## config.mk

```make
export PLATFORM = sky130hd
export DESIGN_NAME = queue_threshold_and_hash_filter
export DESIGN_NICKNAME = d
export VERILOG_FILES = /design/src/qfilt_pkg.sv /design/src/da_crc.sv /design/src/queue_threshold_and_hash_filter.sv
export SDC_FILE = /design/constraint.sdc
export NUM_CORES = 1
export LEC_CHECK = 0
export BUFFER_PORTS_ARGS = -buffer_cell sky130_fd_sc_hd__buf_4
export CORE_MARGIN = 8
export CORE_UTILIZATION = 50
export CTS_CLUSTER_DIAMETER = 100
export CTS_CLUSTER_SIZE = 10
export DETAILED_ROUTE_END_ITERATION = 7
export PLACE_DENSITY = 0.71
export SLEW_MARGIN = 20
export SYNTH_ARGS = -nofsm -noshare
export SYNTH_HDL_FRONTEND = slang
export SYNTH_SLANG_ARGS = --single-unit
```

## constraint.sdc

```tcl
create_clock -name clk -period 3.8 [get_ports clk]
set_input_delay 0.76 -clock clk [delete_from_list [all_inputs] [get_ports clk]]
set_output_delay 0.76 -clock clk [all_outputs]
set_load 0.01 [all_outputs]
```

## src/qfilt_pkg.sv

```systemverilog
// constants, register map and types for the queue threshold and group hash filter
// Operation
// threshold enabled: set receive flag when buffered frames exceed 8-bit threshold
// host writes needed transmit space for next frames, in double words
// space monitor enabled: set space flag when free space covers requested size
// 64-bit group hash table, used only in hash-perfect filter mode
// hash index is six top CRC bits over the 48-bit destination address
// index top two bits pick table word, low four pick bit
// chosen hash bit one: frame is accepted
// chosen hash bit zero: frame is discarded
// receive-all and multicast-with-station bits both set: accept every multicast frame
// hash words are 16-bit, host read/write, zero after reset
// receive flag set when a frame is ready; host clears by writing one
// transmit space flag in status bit 6; host clears by writing one
// fourth hash word at the next address, zero after reset
// address CRC uses the Ethernet 32-bit polynomial, bytes in wire order
// threshold flag raised once when count first rises above threshold
package qfilt_pkg;

	// ============================================================
	// register indices (byte address is four times the index)
	localparam logic [9:0] IDX_RX_THRESHOLD = 10'h19C;
	localparam logic [9:0] IDX_TX_REQ_SIZE = 10'h19E;
	localparam logic [9:0] IDX_HASH0 = 10'h1A0;
	localparam logic [9:0] IDX_HASH1 = 10'h1A2;
	localparam logic [9:0] IDX_HASH2 = 10'h1A4;
	localparam logic [9:0] IDX_HASH3 = 10'h1A6;
	localparam logic [9:0] IDX_IRQ_STATUS = 10'h1F0;
	localparam logic [9:0] IDX_IRQ_MASK = 10'h1F1;
	localparam logic [9:0] IDX_RX_QUEUE_CTRL = 10'h1F2;
	localparam logic [9:0] IDX_TX_QUEUE_CTRL = 10'h1F3;
	localparam logic [9:0] IDX_RX_CTRL_ONE = 10'h1F4;

	// ============================================================
	// field positions
	localparam int unsigned RXQ_THR_EN_BIT = 5;
	localparam int unsigned TXQ_MON_BIT = 1;
	localparam int unsigned RX1_HASH_MODE_BIT = 1;
	localparam int unsigned RX1_ALL_BIT = 4;
	localparam int unsigned RX1_MC_STA_BIT = 8;
	localparam int unsigned IRQ_RX_BIT = 13;
	localparam int unsigned IRQ_TXS_BIT = 6;
	localparam int unsigned THR_MSB = 7;

	// ============================================================
	// reset values and counts
	localparam logic [15:0] REG_RESET = 16'h0000;
	localparam logic [15:0] IRQ_IMPL_MASK = 16'h2040;
	localparam logic [2:0] DA_BYTES = 3'h6;
	localparam logic [31:0] CRC_POLY = 32'h04C11DB7;
	localparam logic [31:0] CRC_INIT = 32'hFFFFFFFF;

	// ============================================================
	// filter sequencer states
	typedef enum logic [1:0] {
		ST_IDLE = 2'b00,
		ST_ADDR = 2'b01,
		ST_JUDGE = 2'b10
	} filt_state_t;

endpackage : qfilt_pkg

```

## src/da_crc.sv

```systemverilog
// byte-serial Ethernet CRC over the destination address
`timescale 1ns/1ps
module da_crc (
	// clock and reset
	input logic clk,
	input logic rst,
	// byte stream
	input logic start,
	input logic byte_valid,
	input logic [7:0] data_byte,
	// running crc, registered
	output logic [31:0] crc
);
	import qfilt_pkg::*;

	logic [31:0] next_crc;

	// eight serial steps per byte, least significant bit first as on the wire
	function automatic logic [31:0] crc_byte(input logic [31:0] c, input logic [7:0] d);
		logic [31:0] r;
		r = c;
		for (int i = 0; i < 8; i++) begin
			if (r[31] ^ d[i]) begin
				r = {r[30:0], 1'b0} ^ CRC_POLY;
			end else begin
				r = {r[30:0], 1'b0};
			end
		end
		return r;
	endfunction : crc_byte

	// start reseeds so a first byte never mixes with the previous frame
	always_comb begin
		next_crc = crc;
		if (start && byte_valid) begin
			next_crc = crc_byte(CRC_INIT, data_byte);
		end else if (byte_valid) begin
			next_crc = crc_byte(crc, data_byte);
		end
	end

	always_ff @(posedge clk) begin
		if (rst) begin
			crc <= CRC_INIT;
		end else begin
			crc <= next_crc;
		end
	end

endmodule : da_crc

```

## src/queue_threshold_and_hash_filter.sv

```systemverilog
// queue threshold interrupts and group hash address filter with apb registers
//
// Local design decision: the APB register port.
`timescale 1ns/1ps
module queue_threshold_and_hash_filter (
	// clock and reset
	input logic clk,
	input logic rst,
	// apb slave
	input logic psel,
	input logic penable,
	input logic pwrite,
	input logic [11:0] paddr,
	input logic [31:0] pwdata,
	output logic [31:0] prdata,
	output logic pready,
	output logic pslverr,
	// queue manager state
	input logic [7:0] rx_frame_count,
	input logic rx_frame_stored,
	input logic [15:0] tx_free_space,
	// destination address stream from the mac
	input logic da_start,
	input logic da_valid,
	input logic [7:0] da_byte,
	// filter verdict
	output logic verdict_valid,
	output logic verdict_accept,
	// interrupt
	output logic irq
);
	import qfilt_pkg::*;

	// ============================================================
	// register state
	logic [15:0] rx_frame_count_threshold;
	logic [15:0] tx_next_request_size;
	logic [15:0] group_hash [4];
	logic [15:0] interrupt_status_reg;
	logic [15:0] irq_mask;
	logic [15:0] receive_queue_control;
	logic [15:0] transmit_queue_control;
	logic [15:0] receive_control_one;
	logic [15:0] next_rx_frame_count_threshold;
	logic [15:0] next_tx_next_request_size;
	logic [15:0] next_group_hash [4];
	logic [15:0] next_interrupt_status_reg;
	logic [15:0] next_irq_mask;
	logic [15:0] next_receive_queue_control;
	logic [15:0] next_transmit_queue_control;
	logic [15:0] next_receive_control_one;
	logic [31:0] next_prdata;
	logic next_pready;
	logic next_pslverr;
	logic next_irq;

	// ============================================================
	// event detection state
	logic above_thr;
	logic space_ok;
	logic next_above_thr;
	logic next_space_ok;
	logic rx_event;
	logic txs_event;

	// ============================================================
	// filter state
	filt_state_t state;
	filt_state_t next_state;
	logic [2:0] byte_cnt;
	logic [2:0] next_byte_cnt;
	logic is_group;
	logic next_is_group;
	logic next_verdict_valid;
	logic next_verdict_accept;
	logic [31:0] crc;
	logic [5:0] hash_idx;
	logic hash_bit;

	// ============================================================
	// decode helpers
	logic [9:0] idx;
	logic access_done;
	logic wr_en;
	logic [15:0] wdata;
	logic [7:0] rx_threshold_value;
	logic [15:0] tx_request_size_value;

	assign idx = paddr[11:2];
	// a transfer completes at the edge where the slave shows pready
	assign access_done = psel && penable && pready;
	assign wr_en = access_done && pwrite;
	assign wdata = pwdata[15:0];
	assign rx_threshold_value = rx_frame_count_threshold[THR_MSB:0];
	assign tx_request_size_value = tx_next_request_size;

	// ============================================================
	// apb slave: one wait-free access cycle, answer registered in setup
	always_comb begin
		next_pready = 1'b0;
		next_pslverr = 1'b0;
		next_prdata = prdata;
		if (psel && !penable) begin
			next_pready = 1'b1;
			next_prdata = 32'h00000000;
			if (idx == IDX_RX_THRESHOLD) begin
				next_prdata[15:0] = rx_frame_count_threshold;
			end else if (idx == IDX_TX_REQ_SIZE) begin
				next_prdata[15:0] = tx_next_request_size;
			end else if (idx == IDX_HASH0) begin
				next_prdata[15:0] = group_hash[0];
			end else if (idx == IDX_HASH1) begin
				next_prdata[15:0] = group_hash[1];
			end else if (idx == IDX_HASH2) begin
				next_prdata[15:0] = group_hash[2];
			end else if (idx == IDX_HASH3) begin
				next_prdata[15:0] = group_hash[3];
			end else if (idx == IDX_IRQ_STATUS) begin
				next_prdata[15:0] = interrupt_status_reg;
			end else if (idx == IDX_IRQ_MASK) begin
				next_prdata[15:0] = irq_mask;
			end else if (idx == IDX_RX_QUEUE_CTRL) begin
				next_prdata[15:0] = receive_queue_control;
			end else if (idx == IDX_TX_QUEUE_CTRL) begin
				next_prdata[15:0] = transmit_queue_control;
			end else if (idx == IDX_RX_CTRL_ONE) begin
				next_prdata[15:0] = receive_control_one;
			end else begin
				next_pslverr = 1'b1; // unmapped word answers with an error
			end
		end
	end

	// ============================================================
	// register writes; status bits are write-one-to-clear, set wins
	always_comb begin
		next_rx_frame_count_threshold = rx_frame_count_threshold;
		next_tx_next_request_size = tx_next_request_size;
		next_irq_mask = irq_mask;
		next_receive_queue_control = receive_queue_control;
		next_transmit_queue_control = transmit_queue_control;
		next_receive_control_one = receive_control_one;
		for (int i = 0; i < 4; i++) begin
			next_group_hash[i] = group_hash[i];
		end
		next_interrupt_status_reg = interrupt_status_reg;
		if (wr_en) begin
			if (idx == IDX_RX_THRESHOLD) begin
				next_rx_frame_count_threshold = wdata;
			end else if (idx == IDX_TX_REQ_SIZE) begin
				next_tx_next_request_size = wdata;
			end else if (idx == IDX_HASH0) begin
				next_group_hash[0] = wdata;
			end else if (idx == IDX_HASH1) begin
				next_group_hash[1] = wdata;
			end else if (idx == IDX_HASH2) begin
				next_group_hash[2] = wdata;
			end else if (idx == IDX_HASH3) begin
				next_group_hash[3] = wdata;
			end else if (idx == IDX_IRQ_STATUS) begin
				next_interrupt_status_reg = interrupt_status_reg & ~wdata;
			end else if (idx == IDX_IRQ_MASK) begin
				next_irq_mask = wdata & IRQ_IMPL_MASK;
			end else if (idx == IDX_RX_QUEUE_CTRL) begin
				next_receive_queue_control = wdata;
			end else if (idx == IDX_TX_QUEUE_CTRL) begin
				next_transmit_queue_control = wdata;
			end else if (idx == IDX_RX_CTRL_ONE) begin
				next_receive_control_one = wdata;
			end
		end
		// hardware set is applied after the clear so a same-cycle event survives
		if (rx_event) begin
			next_interrupt_status_reg[IRQ_RX_BIT] = 1'b1;
		end
		if (txs_event) begin
			next_interrupt_status_reg[IRQ_TXS_BIT] = 1'b1;
		end
		next_irq = |(next_interrupt_status_reg & irq_mask);
	end

	always_ff @(posedge clk) begin
		if (rst) begin
			rx_frame_count_threshold <= REG_RESET;
			tx_next_request_size <= REG_RESET;
			irq_mask <= REG_RESET;
			receive_queue_control <= REG_RESET;
			transmit_queue_control <= REG_RESET;
			receive_control_one <= REG_RESET;
			interrupt_status_reg <= REG_RESET;
			for (int i = 0; i < 4; i++) begin
				group_hash[i] <= REG_RESET;
			end
			prdata <= 32'h00000000;
			pready <= 1'b0;
			pslverr <= 1'b0;
			irq <= 1'b0;
		end else begin
			rx_frame_count_threshold <= next_rx_frame_count_threshold;
			tx_next_request_size <= next_tx_next_request_size;
			irq_mask <= next_irq_mask;
			receive_queue_control <= next_receive_queue_control;
			transmit_queue_control <= next_transmit_queue_control;
			receive_control_one <= next_receive_control_one;
			interrupt_status_reg <= next_interrupt_status_reg;
			for (int i = 0; i < 4; i++) begin
				group_hash[i] <= next_group_hash[i];
			end
			prdata <= next_prdata;
			pready <= next_pready;
			pslverr <= next_pslverr;
			irq <= next_irq;
		end
	end

	// ============================================================
	// queue events: threshold and space use edge detection so a steady level raises one flag only; with threshold off rx_frame_stored sets the flag directly
	always_comb begin
		next_above_thr = rx_frame_count > rx_threshold_value;
		next_space_ok = tx_free_space >= tx_request_size_value;
		txs_event = 1'b0;
		rx_event = 1'b0;
		if (receive_queue_control[RXQ_THR_EN_BIT]) begin
			rx_event = next_above_thr && !above_thr;
		end else begin
			rx_event = rx_frame_stored;
		end
		if (transmit_queue_control[TXQ_MON_BIT]) begin
			txs_event = next_space_ok && !space_ok;
		end
	end

	// history starts true so leaving reset above a level raises nothing spurious
	always_ff @(posedge clk) begin
		if (rst) begin
			above_thr <= 1'b1;
			space_ok <= 1'b1;
		end else begin
			above_thr <= next_above_thr;
			space_ok <= next_space_ok;
		end
	end

	// ============================================================
	// destination address crc
	da_crc u_crc (
		.clk(clk),
		.rst(rst),
		.start(da_start),
		.byte_valid(da_valid),
		.data_byte(da_byte),
		.crc(crc)
	);

	assign hash_idx = crc[31:26];
	assign hash_bit = group_hash[hash_idx[5:4]][hash_idx[3:0]];

	// ============================================================
	// filter sequencer: collect six bytes, judge in the following cycle
	always_comb begin
		next_state = state;
		next_byte_cnt = byte_cnt;
		next_is_group = is_group;
		next_verdict_valid = 1'b0;
		next_verdict_accept = verdict_accept;
		if (da_start && da_valid) begin
			// a fresh start always restarts, even mid-address
			next_state = ST_ADDR;
			next_byte_cnt = 3'h1;
			next_is_group = da_byte[0];
		end else begin
			case (state)
				ST_IDLE: begin
					next_state = ST_IDLE;
				end
				ST_ADDR: begin
					if (da_valid) begin
						next_byte_cnt = byte_cnt + 3'h1;
					end
					if (da_valid && (byte_cnt + 3'h1 == DA_BYTES)) begin
						next_state = ST_JUDGE;
					end
				end
				ST_JUDGE: begin
					next_state = ST_IDLE;
					next_verdict_valid = 1'b1;
					if (!is_group || !receive_control_one[RX1_HASH_MODE_BIT]) begin
						next_verdict_accept = 1'b1;
					end else if (receive_control_one[RX1_ALL_BIT]
							&& receive_control_one[RX1_MC_STA_BIT]) begin
						next_verdict_accept = 1'b1;
					end else if (hash_bit) begin
						next_verdict_accept = 1'b1;
					end else begin
						next_verdict_accept = 1'b0;
					end
				end
				default: begin
					next_state = ST_IDLE;
				end
			endcase
		end
	end

	always_ff @(posedge clk) begin
		if (rst) begin
			state <= ST_IDLE;
			byte_cnt <= 3'h0;
			is_group <= 1'b0;
			verdict_valid <= 1'b0;
			verdict_accept <= 1'b0;
		end else begin
			state <= next_state;
			byte_cnt <= next_byte_cnt;
			is_group <= next_is_group;
			verdict_valid <= next_verdict_valid;
			verdict_accept <= next_verdict_accept;
		end
	end

endmodule : queue_threshold_and_hash_filter

```

==> flow_metrics.env <==
export IMPL_status="finished, final reports clean"
export IMPL_htree_levels=1
export IMPL_clock_sinks=225
export IMPL_holdPathStages=2
export IMPL_drv_slew=0
export IMPL_area_sequential_mm2=0.00450
export IMPL_drt_iter0_drc=830
export IMPL_max_slew_margin=0.404
export IMPL_die_area_mm2=0.0295
export IMPL_portBuffers=86
export IMPL_period_share=0.660
export IMPL_finalClockSkew_ns=0.00981
export IMPL_grt_start_max_net_pins=117
export IMPL_clock_fmax_ghz=0.398
export IMPL_drtAntennaViolNets=0
export IMPL_tritoncts="yes"
export IMPL_synth_top_cell_by_area="dfxtp_1"
export IMPL_postCtsSetupBuffers=0
export IMPL_largest_register="group_hash"
export IMPL_ys_flop_type="dfxtp_1"
export IMPL_wire_per_inst_um=19.6
export IMPL_crit_start="paddr[3]"
export IMPL_clock_path_buffers=3
export IMPL_die_h_um=172
export IMPL_ys_seq_area_frac=0.372
export IMPL_grt_overflow_total=0
export IMPL_grt_pass1_wl_um=53500
export IMPL_core_area_mm2=0.0240
export IMPL_die_w_um=172
export IMPL_postSynthAreaPerCell_um2=8.85
export IMPL_hold_viol=0
export IMPL_drt_wl_total_um=33900
export IMPL_cts_root_buf="clkbuf_16"
export IMPL_track_usage=0.228
export IMPL_place_congestion=0.914
export IMPL_worstPathRequired_ns=4.17
export IMPL_reg2reg_depth=6
export IMPL_route_vias_total=9902
export IMPL_fillerInstances=2165
export IMPL_criticalPathCategory="input port to register"
export IMPL_dp_cells=1696
export IMPL_netlist_area_mm2=0.0121
export IMPL_drc=0
export IMPL_multiInputGateArea_mm2=0.00689
export IMPL_worstSetupStartpointType="input port"
export IMPL_rsz0062_at_grt="false"
export IMPL_routed_via_density=5.74
export IMPL_ys_async_sr_fraction=0
export IMPL_grt_pass1_vias=9659
export IMPL_area_delta_synth_final_pct=11.7
export IMPL_dp_hpwl_um=24100
export IMPL_yosysUniqueCellTypes=72
export IMPL_nets=1510
export IMPL_antenna_found_initial=0
export IMPL_diodes=0
export IMPL_dr_pass1_iters=5
export IMPL_cts_buffers_inserted=26
export IMPL_clk_pin_slew_ns=0.06
export IMPL_crit_arrival_ns=2.88
export IMPL_yosys_top_cells_count="dfxtp_1, nand2_1, a21oi_1"
export IMPL_clk_latency_ns=0.52
export IMPL_ir_worst_vdd_mv=0.247
export IMPL_initial_core_util=0.504
export IMPL_ctsHoldBuffers=0
export IMPL_drive_above_1_share=0.170
export IMPL_yosysWarnings=0
export IMPL_worst_pin_slew_ns=0.894
export IMPL_power_leakage_nw=4.88
export IMPL_fp_row_count=57
export IMPL_synth_area_top_cells="dfxtp_1, mux2i_1, xnor2_1"
export IMPL_synth_seq_cells=225
export IMPL_finalCriticalPeriod_ns=2.51
export IMPL_io_pins=121
export IMPL_min_from="receive_queue_control[10]$_SDFFE_PP0P_"
export IMPL_worstHoldPathType="register to register"
export IMPL_top_regs="group_hash: 64 flops, u_crc.crc: 32 flops"
export IMPL_finalNonFillerCells=1724
export IMPL_largest_reg_flops=64
export IMPL_synth_edf_count=0
export IMPL_end_kind="register"
export IMPL_synth_most_common_cell="dfxtp_1"
export IMPL_ctsResizeCount=0
export IMPL_setup_viol=0
export IMPL_path_max_fanout=43
export IMPL_yosysTopAreaCellShare=0.372
export IMPL_p_per_area_mw_per_mm2=433
export IMPL_worst_r2r_startpoint="u_crc.crc[27]$_SDFFE_PP1N_"
export IMPL_syn_inst=1368
export IMPL_maxCapViolCount=0
export IMPL_setup_tns_ns=0
## kinds of logic after synthesis
family / Yosys count / synth area share
AO/OA/AOI/OAI: 280 / 0.152
flip-flops: 225 / 0.372
other: 1 / 0.000310
XOR/XNOR: 122 / 0.0962
adder cells (fa/ha/maj): 26 / 0.0269
multiplexers: 130 / 0.130
AND/OR/NAND/NOR: 418 / 0.159
buffers and inverters: 166 / 0.0634
## per-layer routing
metal	wire length, µm	global-route usage
met5	0	0
met4	935	0.0798
met3	2570	0.0392
met2	15700	0.369
met1	14700	0.301
## placed cells by master (no fill, tap or decap), types with 3 or more instances in the layout
cell type    n
a21o_1       7
xnor2_1     86
o221ai_1    17
nand2b_1    25
mux2i_1     83
a31o_2      14
a21oi_1    124
o2bb2ai_1   15
buf_4      119
nand3_1     27
clkbuf_16   27
mux2_2      28
nor4_1       3
o22ai_1      5
a211o_1      4
nor3_1      13
xor2_1      28
a2111oi_0    4
a31oi_1      5
or3_1        5
nand4_1      3
o21ai_0     25
nor2_1     120
or2_2       11
o211ai_1     5
nor2b_1      9
mux4_2      19
dfxtp_1    225
conb_1      16
a221oi_1    15
xnor2_2      4
a211oi_1     6
a22oi_1     17
nand2_1    176
ha_1        26
inv_1       35
## layout make-up
cell class / instances / share of cell area
clock buffer: 27 / 0.0500
clock inverter: 1 / 0.000555
inverter: 35 / 0.00972
multi-input combinational: 992 / 0.510
sequential: 225 / 0.333
tap: 324 / 0.0300
timing repair buffer: 120 / 0.0669
## worst paths after layout
check,slack (ns),to
max,1.29,group_hash[2][9]$_SDFFE_PP0P_
min,0.45,receive_queue_control[10]$_SDFFE_PP0P_
max reg2reg,1.31,u_crc.crc[4]$_SDFFE_PP1N_
min reg2reg,0.45,receive_queue_control[10]$_SDFFE_PP0P_
## worst max-delay path, cell delays in order
cell	delay [ns]
buf_4	0.44
nor2_1	0.16
nand3_1	0.27
nand2_1	0.28
nor4_4	0.32
buf_4	0.35
mux2i_1	0.22
nor2_1	0.06
## power breakdown
part	internal, mW	leakage (nW)	switching [mW]
Combinational	0.568	2.72	0.612
Sequential	2.43	1.82	0.0989
Clock	1.24	0.333	0.908
Total	4.24	4.88	1.62
## stage by stage
| stage | hold slack, ns | utilization | cell area, µm² | total power, mW | setup WS, ns |
|---|---|---|---|---|---|
| 3_5_place_dp | 0.440 | 0.534 | 12800 | 3.75 | 0.785 |
| 4_1_cts | 0.451 | 0.563 | 13500 | 5.89 | 1.30 |
| 3_3_place_gp | 0.436 | 0.534 | 12800 | 3.74 | 0.827 |
| 5_1_grt | 0.466 | 0.563 | 13500 | 6.10 | 1.17 |
| 2_1_floorplan | 0.427 | - | 12200 | 3.49 | 1.11 |
| 6_report | 0.451 | 0.563 | 13500 | 5.86 | 1.29 |
(Power assumes the default switching activity.)
